==> src/rtl/tuc_pkg.sv <==
package tuc_pkg;
  localparam int TUC_UNITS = 10;
  localparam int TUC_DBITS = 7;
  localparam int TUC_SELW = 4;
  // bus map, all offsets chosen for this block
  localparam logic [7:0] TUC_A_CTRL = 8'h00;
  localparam logic [7:0] TUC_A_STAT = 8'h04;
  localparam logic [7:0] TUC_A_RDCH = 8'h08;
  localparam logic [7:0] TUC_A_WRCH = 8'h0C;
  // control register fields
  localparam int TUC_C_READY = 0;
  localparam int TUC_C_DENS = 1;
  localparam int TUC_C_LDPT = 2;
  localparam int TUC_C_UNIT = 4;
  localparam logic [31:0] TUC_CTRL_RST = 32'h0000_0000;
  localparam logic [1:0] TUC_RESP_OK = 2'h0;
  localparam logic [1:0] TUC_RESP_SLVERR = 2'h2;
  // echo pulse width
  localparam int TUC_ECHO_NS = 80;
  localparam int TUC_CLK_NS = 40;
  localparam int TUC_ECHO_CYC = (TUC_ECHO_NS + TUC_CLK_NS - 1) / TUC_CLK_NS;
  typedef enum logic [2:0] {
    TUC_IDLE, TUC_READ, TUC_WRITE, TUC_BACK, TUC_REW_LO, TUC_REW_HI
  } tuc_mode_e;
endpackage : tuc_pkg

==> src/rtl/tuc_sync_if.sv <==
`timescale 1ns/10ps
`default_nettype none
interface tuc_sync_if;
  logic [31:0] raw;
  logic [31:0] sync;
  modport src(output raw, input sync);
  modport dst(input raw, output sync);
endinterface : tuc_sync_if
`default_nettype wire

==> src/rtl/tuc_sync.sv <==
`timescale 1ns/10ps
`default_nettype none
module tuc_sync (
  // clock and reset
  input wire logic aclk,
  input wire logic aresetn,
  // lines
  tuc_sync_if.dst s
);
  logic [31:0] meta_ff;
  logic [31:0] sync_ff;
  // two stages per line, first stage read only by the second
  always_ff @(posedge aclk) begin
    if (!aresetn) begin
      meta_ff <= 32'h0000_0000;
      sync_ff <= 32'h0000_0000;
    end else begin
      meta_ff <= s.raw;
      sync_ff <= meta_ff;
    end
  end
  assign s.sync = sync_ff;
endmodule : tuc_sync
`default_nettype wire

==> src/rtl/tuc_unit.sv <==
// Behaviour
// - respond only when the active select line equals own unit-number switch.
// - selected and ready: low or high density ready per density switch.
// - selected, ready and at load point: assert load-point ready.
// - prepare-read command readies reading; report on ready-for-read line.
// - move tape while tape-motion command is held.
// - each read character goes out on seven parallel data lines.
// - prepare-write command readies writing; report on ready-for-write line.
// - on write strobe, load write bus into the write triggers.
// - each write strobe returns one acknowledge (echo) pulse.
// - trigger-release going low clears all write triggers (check character).
// - backward command prepares backspace; then assert ready-for-backward.
// - rewind-call prepares a low-speed rewind.
// - rewind-and-unload prepares a high-speed rewind.
// - assert rewinding response once either rewind has started.
// - indicate-set command sets the tape-indicate trigger.
// - indicate-clear command clears the tape-indicate trigger.
// - while selected, indicate-on response follows the tape-indicate trigger.
//
// The register offsets and the AXI4-Lite interface to the registers were left to the implementer.
`timescale 1ns/10ps
`default_nettype none
module tuc_unit
  import tuc_pkg::*;
(
  // clock and reset
  input wire logic aclk,
  input wire logic aresetn,
  // axi4-lite write
  input wire logic [7:0] s_axi_awaddr,
  input wire logic s_axi_awvalid,
  output logic s_axi_awready,
  input wire logic [31:0] s_axi_wdata,
  input wire logic [3:0] s_axi_wstrb,
  input wire logic s_axi_wvalid,
  output logic s_axi_wready,
  output logic [1:0] s_axi_bresp,
  output logic s_axi_bvalid,
  input wire logic s_axi_bready,
  // axi4-lite read
  input wire logic [7:0] s_axi_araddr,
  input wire logic s_axi_arvalid,
  output logic s_axi_arready,
  output logic [31:0] s_axi_rdata,
  output logic [1:0] s_axi_rresp,
  output logic s_axi_rvalid,
  input wire logic s_axi_rready,
  // commands from control unit
  input wire logic [TUC_UNITS-1:0] unit_select,
  input wire logic prepare_read_cmd,
  input wire logic prepare_write_cmd,
  input wire logic tape_motion_cmd,
  input wire logic backward_cmd,
  input wire logic rewind_call_cmd,
  input wire logic rewind_unload_cmd,
  input wire logic indicate_set_cmd,
  input wire logic indicate_clear_cmd,
  input wire logic [TUC_DBITS-1:0] write_bus,
  input wire logic write_strobe,
  input wire logic trigger_release,
  // responses to control unit
  output logic ready_low_density_resp,
  output logic ready_high_density_resp,
  output logic ready_load_point_resp,
  output logic ready_read_resp,
  output logic ready_write_resp,
  output logic ready_backward_resp,
  output logic rewinding_resp,
  output logic indicate_active_resp,
  output logic [TUC_DBITS-1:0] read_data,
  output logic echo_pulse,
  // tape side
  output logic tape_moving,
  output logic [TUC_DBITS-1:0] write_triggers
);
  tuc_sync_if sy ();
  assign sy.raw = {5'h00, trigger_release, write_strobe, write_bus, indicate_clear_cmd, indicate_set_cmd,
                   rewind_unload_cmd, rewind_call_cmd, backward_cmd, tape_motion_cmd, prepare_write_cmd,
                   prepare_read_cmd, unit_select};
  tuc_sync u_sync (
    .aclk(aclk),
    .aresetn(aresetn),
    .s(sy)
  );
  logic [TUC_UNITS-1:0] sel_s;
  logic p_rd, p_wr, go_s, bk_s, rwl_s, rwh_s, tis_s, tic_s, wst_s, trl_s;
  logic [TUC_DBITS-1:0] wb_s;
  assign sel_s = sy.sync[9:0];
  assign p_rd = sy.sync[10];
  assign p_wr = sy.sync[11];
  assign go_s = sy.sync[12];
  assign bk_s = sy.sync[13];
  assign rwl_s = sy.sync[14];
  assign rwh_s = sy.sync[15];
  assign tis_s = sy.sync[16];
  assign tic_s = sy.sync[17];
  assign wb_s = sy.sync[24:18];
  assign wst_s = sy.sync[25];
  assign trl_s = sy.sync[26];

  logic [31:0] ctrl_ff;
  logic [TUC_DBITS-1:0] rdch_ff;
  logic unit_ready, dens_high, at_ldpt;
  logic [TUC_SELW-1:0] unit_num;
  assign unit_ready = ctrl_ff[TUC_C_READY];
  assign dens_high = ctrl_ff[TUC_C_DENS];
  assign at_ldpt = ctrl_ff[TUC_C_LDPT];
  assign unit_num = ctrl_ff[TUC_C_UNIT +: TUC_SELW];

  logic selected;
  always_comb begin
    selected = 1'b0;
    if (unit_num < 4'(TUC_UNITS))
      selected = sel_s[unit_num];
  end

  // mode latched from the commands
  tuc_mode_e mode_ff;
  always_ff @(posedge aclk) begin
    if (!aresetn) begin
      mode_ff <= TUC_IDLE;
    end else if (selected) begin
      if (rwh_s)
        mode_ff <= TUC_REW_HI;
      else if (rwl_s)
        mode_ff <= TUC_REW_LO;
      else if (bk_s)
        mode_ff <= TUC_BACK;
      else if (p_wr)
        mode_ff <= TUC_WRITE;
      else if (p_rd)
        mode_ff <= TUC_READ;
    end
  end

  logic ind_ff;
  always_ff @(posedge aclk) begin
    if (!aresetn)
      ind_ff <= 1'b0;
    else if (selected && tis_s)
      ind_ff <= 1'b1;
    else if (selected && tic_s)
      ind_ff <= 1'b0;
  end

  logic wst_d_ff, trl_d_ff;
  logic strobe_rise;
  assign strobe_rise = wst_s && !wst_d_ff;
  always_ff @(posedge aclk) begin
    if (!aresetn) begin
      wst_d_ff <= 1'b0;
      trl_d_ff <= 1'b0;
      write_triggers <= '0;
    end else begin
      wst_d_ff <= wst_s;
      trl_d_ff <= trl_s;
      if (selected && mode_ff == TUC_WRITE && strobe_rise)
        write_triggers <= wb_s;
      else if (trl_d_ff && !trl_s)
        write_triggers <= '0;
    end
  end

  logic [1:0] echo_cnt_ff;
  always_ff @(posedge aclk) begin
    if (!aresetn)
      echo_cnt_ff <= 2'h0;
    else if (selected && mode_ff == TUC_WRITE && strobe_rise)
      echo_cnt_ff <= 2'(TUC_ECHO_CYC);
    else if (echo_cnt_ff != 2'h0)
      echo_cnt_ff <= echo_cnt_ff - 2'h1;
  end

  // responses, gates every one by selection
  logic rdy;
  assign rdy = selected && unit_ready;
  always_ff @(posedge aclk) begin
    if (!aresetn) begin
      ready_low_density_resp <= 1'b0;
      ready_high_density_resp <= 1'b0;
      ready_load_point_resp <= 1'b0;
      ready_read_resp <= 1'b0;
      ready_write_resp <= 1'b0;
      ready_backward_resp <= 1'b0;
      rewinding_resp <= 1'b0;
      indicate_active_resp <= 1'b0;
      read_data <= '0;
      echo_pulse <= 1'b0;
      tape_moving <= 1'b0;
    end else begin
      ready_low_density_resp <= rdy && !dens_high;
      ready_high_density_resp <= rdy && dens_high;
      ready_load_point_resp <= rdy && at_ldpt;
      ready_read_resp <= rdy && mode_ff == TUC_READ;
      ready_write_resp <= rdy && mode_ff == TUC_WRITE;
      ready_backward_resp <= rdy && mode_ff == TUC_BACK;
      rewinding_resp <= selected && (mode_ff == TUC_REW_LO || mode_ff == TUC_REW_HI);
      indicate_active_resp <= selected && ind_ff;
      read_data <= selected ? rdch_ff : '0;
      echo_pulse <= selected && echo_cnt_ff != 2'h0;
      tape_moving <= rdy && go_s;
    end
  end

  // axi4-lite slave
  logic aw_ff, w_ff;
  logic [7:0] awaddr_ff;
  logic [31:0] wdata_ff;
  logic [3:0] wstrb_ff;
  assign s_axi_awready = !aw_ff && !s_axi_bvalid;
  assign s_axi_wready = !w_ff && !s_axi_bvalid;
  assign s_axi_arready = !s_axi_rvalid;
  always_ff @(posedge aclk) begin
    if (!aresetn) begin
      aw_ff <= 1'b0;
      w_ff <= 1'b0;
      awaddr_ff <= 8'h00;
      wdata_ff <= 32'h0000_0000;
      wstrb_ff <= 4'h0;
      s_axi_bvalid <= 1'b0;
      s_axi_bresp <= TUC_RESP_OK;
      ctrl_ff <= TUC_CTRL_RST;
      rdch_ff <= '0;
    end else begin
      if (s_axi_awvalid && s_axi_awready) begin
        aw_ff <= 1'b1;
        awaddr_ff <= s_axi_awaddr;
      end
      if (s_axi_wvalid && s_axi_wready) begin
        w_ff <= 1'b1;
        wdata_ff <= s_axi_wdata;
        wstrb_ff <= s_axi_wstrb;
      end
      if (aw_ff && w_ff) begin
        aw_ff <= 1'b0;
        w_ff <= 1'b0;
        s_axi_bvalid <= 1'b1;
        s_axi_bresp <= TUC_RESP_OK;
        case (awaddr_ff)
          TUC_A_CTRL: begin
            for (int b = 0; b < 4; b++)
              if (wstrb_ff[b])
                ctrl_ff[b*8 +: 8] <= wdata_ff[b*8 +: 8];
          end
          TUC_A_RDCH: begin
            if (wstrb_ff[0])
              rdch_ff <= wdata_ff[TUC_DBITS-1:0];
          end
          TUC_A_STAT, TUC_A_WRCH: ;
          default: s_axi_bresp <= TUC_RESP_SLVERR;
        endcase
      end else if (s_axi_bvalid && s_axi_bready) begin
        s_axi_bvalid <= 1'b0;
      end
    end
  end

  always_ff @(posedge aclk) begin
    if (!aresetn) begin
      s_axi_rvalid <= 1'b0;
      s_axi_rdata <= 32'h0000_0000;
      s_axi_rresp <= TUC_RESP_OK;
    end else if (s_axi_arvalid && s_axi_arready) begin
      s_axi_rvalid <= 1'b1;
      s_axi_rresp <= TUC_RESP_OK;
      case (s_axi_araddr)
        TUC_A_CTRL: s_axi_rdata <= ctrl_ff;
        TUC_A_STAT: s_axi_rdata <= {21'h0, ind_ff, tape_moving, mode_ff, 1'b0, selected, unit_ready, 3'h0};
        TUC_A_RDCH: s_axi_rdata <= {25'h0, rdch_ff};
        TUC_A_WRCH: s_axi_rdata <= {25'h0, write_triggers};
        // unmapped reads flag slverr, same as unmapped writes
        default: begin
          s_axi_rdata <= 32'h0000_0000;
          s_axi_rresp <= TUC_RESP_SLVERR;
        end
      endcase
    end else if (s_axi_rvalid && s_axi_rready) begin
      s_axi_rvalid <= 1'b0;
    end
  end
endmodule : tuc_unit
`default_nettype wire

==> config.mk <==
export PLATFORM = sky130hd
export DESIGN_NAME = tuc_unit
export DESIGN_NICKNAME = d
export VERILOG_FILES = /design/src/rtl/tuc_pkg.sv /design/src/rtl/tuc_sync_if.sv /design/src/rtl/tuc_sync.sv /design/src/rtl/tuc_unit.sv
export SDC_FILE = /design/constraint.sdc
export NUM_CORES = 1
export LEC_CHECK = 0
export BUFFER_PORTS_ARGS = -buffer_cell sky130_fd_sc_hd__buf_2
export CAP_MARGIN = 10
export CORE_ASPECT_RATIO = 1.25
export CORE_MARGIN = 3
export CORE_UTILIZATION = 40
export DETAILED_ROUTE_END_ITERATION = 6
export PLACE_DENSITY = 0.75
export SLEW_MARGIN = 20
export SYNTH_ARGS = -nofsm -noshare
export SYNTH_HDL_FRONTEND = slang
export SYNTH_SLANG_ARGS = --single-unit
==> constraint.sdc <==
create_clock -name aclk -period 1.7 [get_ports aclk]
set_input_delay 0.34 -clock aclk [delete_from_list [all_inputs] [get_ports aclk]]
set_output_delay 0.34 -clock aclk [all_outputs]
set_load 0.01 [all_outputs]
# Yosys cells after proc, flatten, opt, wreduce, memory -nomap -nowiden

Cells that the tools add are included.

Input port bits: 86
Output and inout bits: 65
Bits in registers: 209
Word-level logic and storage cells: 124

Muxes and demuxes: 21
Add/subtract/negate cells: 1
Reductions and logical operators: 53
Bitwise logic cells: 1
Equal/unequal tests: 11
Magnitude comparators: 2

Operator list:

| operator                                                               | count |
|---|---|
| 32-bit case mux with 4 select lines                                    | 1 |
| 8-bit by 4-bit equality test with 1-bit output (second input constant) | 4 |
| 1-bit logical AND                                                      | 25 |
| 8-bit by 3-bit equality test with 1-bit output (second input constant) | 2 |
| 8-bit zero test                                                        | 2 |
| 3-bit 2-to-1 mux                                                       | 5 |
| 3-bit AND reduction                                                    | 5 |
| 7-bit 2-to-1 mux                                                       | 2 |
| 2-bit nonzero test                                                     | 6 |
| 1-bit 2-to-1 mux                                                       | 8 |
| 2-bit 2-to-1 mux                                                       | 4 |
| 4-bit OR reduction                                                     | 2 |
| 1-bit zero test                                                        | 7 |
| 3-bit by 2-bit equality test with 1-bit output (second input constant) | 2 |
| 3-bit equality test (second input constant)                            | 2 |
| 4-bit by 5-bit < comparator with 1-bit output (second input constant)  | 1 |
| 5-bit nonzero test                                                     | 1 |
| 1-bit binary-select mux with 4-bit select                              | 1 |
| 4-bit < comparator (second input constant)                             | 1 |
| 2-bit AND reduction                                                    | 2 |
| 2-bit OR reduction                                                     | 2 |
| 3-bit by 1-bit equality test with 1-bit output (second input constant) | 1 |
| 2-bit by 1-bit subtractor with 2-bit output (second input constant)    | 1 |
| 1-bit logical OR                                                       | 1 |
| 1-bit inverter                                                         | 1 |

# Depth between registers and ports, before layout

Word-level depth: 6
Mapped depth: 6
Gate-level depth less buffers: 4

# Modules after synthesis

From an unflattened synthesis, not the netlist that was laid out.

Cell total of the unflattened synthesis: 805
Area total of the unflattened synthesis: 7686.1 um2

By module, submodules not included:

| module   | area an instance (um2) | seq. area each (um2) | cells each | times used |
|---|---|---|---|---|
| tuc_unit | 5894.4                 | 3062.9               | 671        | 1 |
| tuc_sync | 1791.7                 | 1281.2               | 134        | 1 |

# Least setup slack after synthesis

No wires, ideal clock.

Kind: register -> register
Start: reg ctrl_ff[4]
End: reg write_triggers[0]
Cell stages (with the launch flop): 7
Path buffers: 2
Period minus slack after synthesis: 1.872 ns
Arrival: 1.779 ns
Data required time: 1.608 ns
Library setup time: 0.092 ns
Path slack: -0.172 ns
Path through: dfxtp_1 buf_6 mux4_2 and2_4 buf_6 o31a_4 o32ai_1

Longest elaborated chain between the ends: 6
Elaborated cells on any way between the ends: 8
Those cells by class: 1 x order compare; 4 x mux; 3 x reduce/logical

Ends and longest elaborated chain:

| item                                                          | line            | RTL |
|---|---|---|
| start, declared                                               | tuc_unit.sv:101 | `logic [31:0] ctrl_ff;` |
| start signal, assigned by index                               | tuc_unit.sv:243 | `ctrl_ff[b*8 +: 8] <= wdata_ff[b*8 +: 8];` |
| 1-bit binary-select mux with 4-bit select                     | tuc_unit.sv:114 | `selected = sel_s[unit_num];` |
| 1-bit 2-to-1 mux (implied by the code)                        | tuc_unit.sv:114 |  |
| 1-bit 2-to-1 mux (*)                                          | tuc_unit.sv:113 | `if (unit_num < 4'(TUC_UNITS))` |
| 1-bit logical AND (*) (2 in a row)                            | tuc_unit.sv:157 | `if (selected && mode_ff == TUC_WRITE && strobe_rise)` |
| 7-bit 2-to-1 mux / 2-bit nonzero test (equally long branches) | --              |  |
| end signal, assigned                                          | tuc_unit.sv:158 | `write_triggers <= wb_s;` |
| end, declared                                                 | tuc_unit.sv:74  | `output logic [TUC_DBITS-1:0] write_triggers` |

Mark *: on every way between the ends. The rest lies on a longest branch, timed or not. The select of a mux whose other input is x is not followed.
A chain may end at the register's enable or synchronous reset.

# Worst setup path after layout

Start: reg awaddr_ff[7]
End: reg rdch_ff[0]

Longest elaborated chain between the ends: 2

Ends and longest elaborated chain:

| item                                           | line            | RTL |
|---|---|---|
| start, declared                                | tuc_unit.sv:207 | `logic [7:0] awaddr_ff;` |
| start signal, assigned                         | tuc_unit.sv:227 | `awaddr_ff <= s_axi_awaddr;` |
| 8-bit by 4-bit equality test with 1-bit output | tuc_unit.sv:239 | `case (awaddr_ff)` |
| 3-bit AND reduction (no line)                  | --              |  |
| end signal, assigned                           | tuc_unit.sv:247 | `rdch_ff <= wdata_ff[TUC_DBITS-1:0];` |
| end, declared                                  | tuc_unit.sv:102 | `logic [TUC_DBITS-1:0] rdch_ff;` |

Every way passes these cells.

==> impl_metrics.yaml <==
run_status:
  status: "finished with violations"
  violations: "setup timing"
drt:
  drtPass1Iterations: 5
  ant_nets: 0
  drc: 0
  wirelength_um: 17700
  dr.first_iter.drc_count: 455
  viasPerCell: 4.96
  vias: 5867
  wire_per_inst_um: 15.0
yosys:
  synth_common_cells: "dfxtp_1, nand2_1, and2_1, a21oi_1, nor2_1"
  ys_types: 49
  synth-main-ff-cell: "dfxtp_1"
  synth_mux_area_share_pct: 6.92
  synth_area_leaders: "dfxtp_1, nand2_1, and2_1, mux2i_1, a21oi_1"
  synth_edf_count: 0
  synth_compound_area_share_pct: 11.1
  yosysSeqAreaShare_pct: 56.2
  synth_seq_cells: 207
  syn_inst: 786
  synth_top_family_by_area: "simple AND/OR/NAND/NOR gates"
  syn_area_um2: 7380
  synth_top_area_share_pct: 56.2
  synth_fa_ha_area_share_pct: 0
  yosysTopAreaCell: "dfxtp_1"
  synth_area_per_cell_um2: 9.38
  synth-simple-area-share_pct: 21.7
  synthArstFlopShare_pct: 0
  yosys.area_share.xor_xnor_pct: 0
  yosysMostFrequentCell: "dfxtp_1"
  yosys_warnings: 0
global_route:
  grt_overflow: 0
  grt_pass1_wl_um: 27300
  grt_max_degree: 60
  grt_pass1_vias: 5507
  busiest_layer: "met2"
  grt_util_met1_pct: 21.0
  grt_usage_pct: 16.6
  grtUsageMet2_pct: 28.2
  antenna_found_initial: 1
  grt.met3_usage_pct: 3.48
critical_path:
  reg2reg_slack_ns: -0.11
  startpoint_type: "flop"
  arrival_ns: 2.17
  crit_path_end_kind: "flop"
  path_class: "flop to flop"
  reg2reg_from: "awaddr_ff[7]"
  crit_path_start: "awaddr_ff[7]"
  crit_required_ns: 2.07
  reg2reg_depth: 4
  r2r_end: "rdch_ff[0]"
  path_max_fanout: 7
clocking:
  cts_hold_buf: 0
  cts_tree: "built"
  cts_max_path_buffers: 3
  numCtsBuffers: 21
  htreeDepth: 1
  clk_pin_slew_ns: 0.06
  cts.root.buffer_cell: "clkbuf_16"
  cts_sinks: 207
  clock_latency_ns: 0.50
sta:
  slew_headroom_pct: 41.2
  rsz0062_at_grt: "true"
  finClkSkew_ns: 0.0185
  timing.final.crit_share_pct: 106
  fin_crit_ns: 1.81
  setup_slack_ns: -0.106
  hold_viol: 0
  tightest_slew_ns: 0.875
  slew_viol_final: 0
  finalSetupViolCount: 46
  max_freq_mhz: 554
power_and_ir_drop:
  power_density_nw_per_um2: 1060
  leakage_nw: 3.87
  finalPower_mw: 10.0
  peakVddDrop_mv: 0.590
floorplanning:
  dieWidth_um: 127
  rows: 54
  die_h_um: 158
  io_pins: 151
  start_util_pct: 41.5
  core_um2: 17800
  dieArea_um2: 20100
run:
  maxCapViolCount: 0
placement:
  hpwl_um: 12000
  gp_congestion: 0.815
  io_buffers: 148
  place_ws_ns: -0.218
  placed_area_um2: 8600
  placed_cells: 1145
cells_and_area:
  nNetsFinal: 1031
  stdcell_count: 1182
  areaGrowthSynthToFinish_pct: 28.0
  num_antenna_cells: 0
  fin_area_um2: 9440
  layout-drive-gt1-share_pct: 28.5
hold_path:
  worstHoldEndpoint: "u_sync.meta_ff[0]"
  hold_depth: 2
  hold_path.startpoint: "unit_select[0]"
  hp-class: "input port to flop"
[routing by layer]
metal | vias to the layer above | routed length (um)
met4 | 0 | 435
met5 | - | 0
met3 | 37 | 1180
met1 | 2703 | 7420
li1 | 2947 | -
met2 | 180 | 8700
[cells in the final DEF, fill, tap and decap left out, types with 4 or more instances in the layout]
cell	count
a21oi_1	53
a22oi_1	28
and2_1	62
and2_4	4
and3_1	8
buf_12	5
buf_2	147
buf_4	28
buf_6	7
clkbuf_1	8
clkbuf_16	21
dfxtp_1	205
inv_1	19
mux2_2	10
mux2i_1	31
nand2_1	168
nand2b_1	6
nand3_1	14
nor2_1	39
nor2_2	5
nor3_1	4
nor4_4	4
o21ai_0	12
o21ai_1	5
o32ai_2	8
[worst max-delay path by stage]
stage / slack [ns] / endpoint
finish: -0.11 / rdch_ff[0]
global route: -0.15 / ctrl_ff[12]
CTS: -0.10 / rdch_ff[0]
detailed placement: -0.22 / ctrl_ff[16]
global placement: -0.17 / s_axi_rdata[4]
floorplan: -0.15 / write_triggers[0]
[per-stage QoR]
stage | hold slack (ns) | utilization, % | setup TNS, ns
5_1_grt | 0.0333 | 53.1 | -5.47
3_5_place_dp | 0.417 | 48.4 | -9.06
3_3_place_gp | 0.413 | 48.4 | -7.40
4_1_cts | 0.0300 | 52.3 | -1.96
2_1_floorplan | 0.410 | - | -2.30
6_report | 0.0483 | 53.1 | -1.87
[area by class of cell]
| type | count | area [um^2] |
|---|---|---|
| clock inverter | 5 | 56.3 |
| multi-input combinational | 508 | 3170 |
| inverter | 20 | 75.1 |
| sequential | 207 | 4150 |
| timing repair buffer | 187 | 1120 |
| clock buffer | 31 | 583 |
| tap | 224 | 280 |
| fill | 1591 | 8330 |
[worst max-delay path: stages (launching register included)]
cell and delay [ns]:
dfxtp_1 0.31, or4_4 0.57, or4_4 0.55, mux2i_1 0.19
nor2_1 0.05
[power breakdown]
group	internal (mW)	switching, mW	total, mW
Sequential	5.00	0.0703	5.07
Combinational	0.277	0.385	0.662
Clock	2.52	1.80	4.32
Total	7.80	2.25	10.0
[timing repair]
| action | CTS | global route |
|---|---|---|
| pin swaps | 3 | 7 |
| gates resized for setup | 21 | 31 |
| buffers inserted | 1 | 2 |
| endpoints found under the setup margin | 63 | 70 |
[sequential cells by signal (all words and copies together), names as in the netlist, 2 cells and up]
name            count
read_data           7
rdch_ff             7
u_sync.meta_ff     27
awaddr_ff           8
wdata_ff           32
ctrl_ff            32
mode_ff             3
write_triggers      7
wstrb_ff            4
u_sync.s.sync      27
echo_cnt_ff         2
s_axi_rdata        32
[logic make-up (layout without fill, tap and decap cells)]
kind of cell,after synthesis,in the layout
AOI/OAI and AO/OA,122,122
buffers and inverters,72,243
DFF,207,207
muxes,46,46
other,1,2
and+or+nand+nor,338,338
Note: power is estimated with default switching activity, not from simulation.
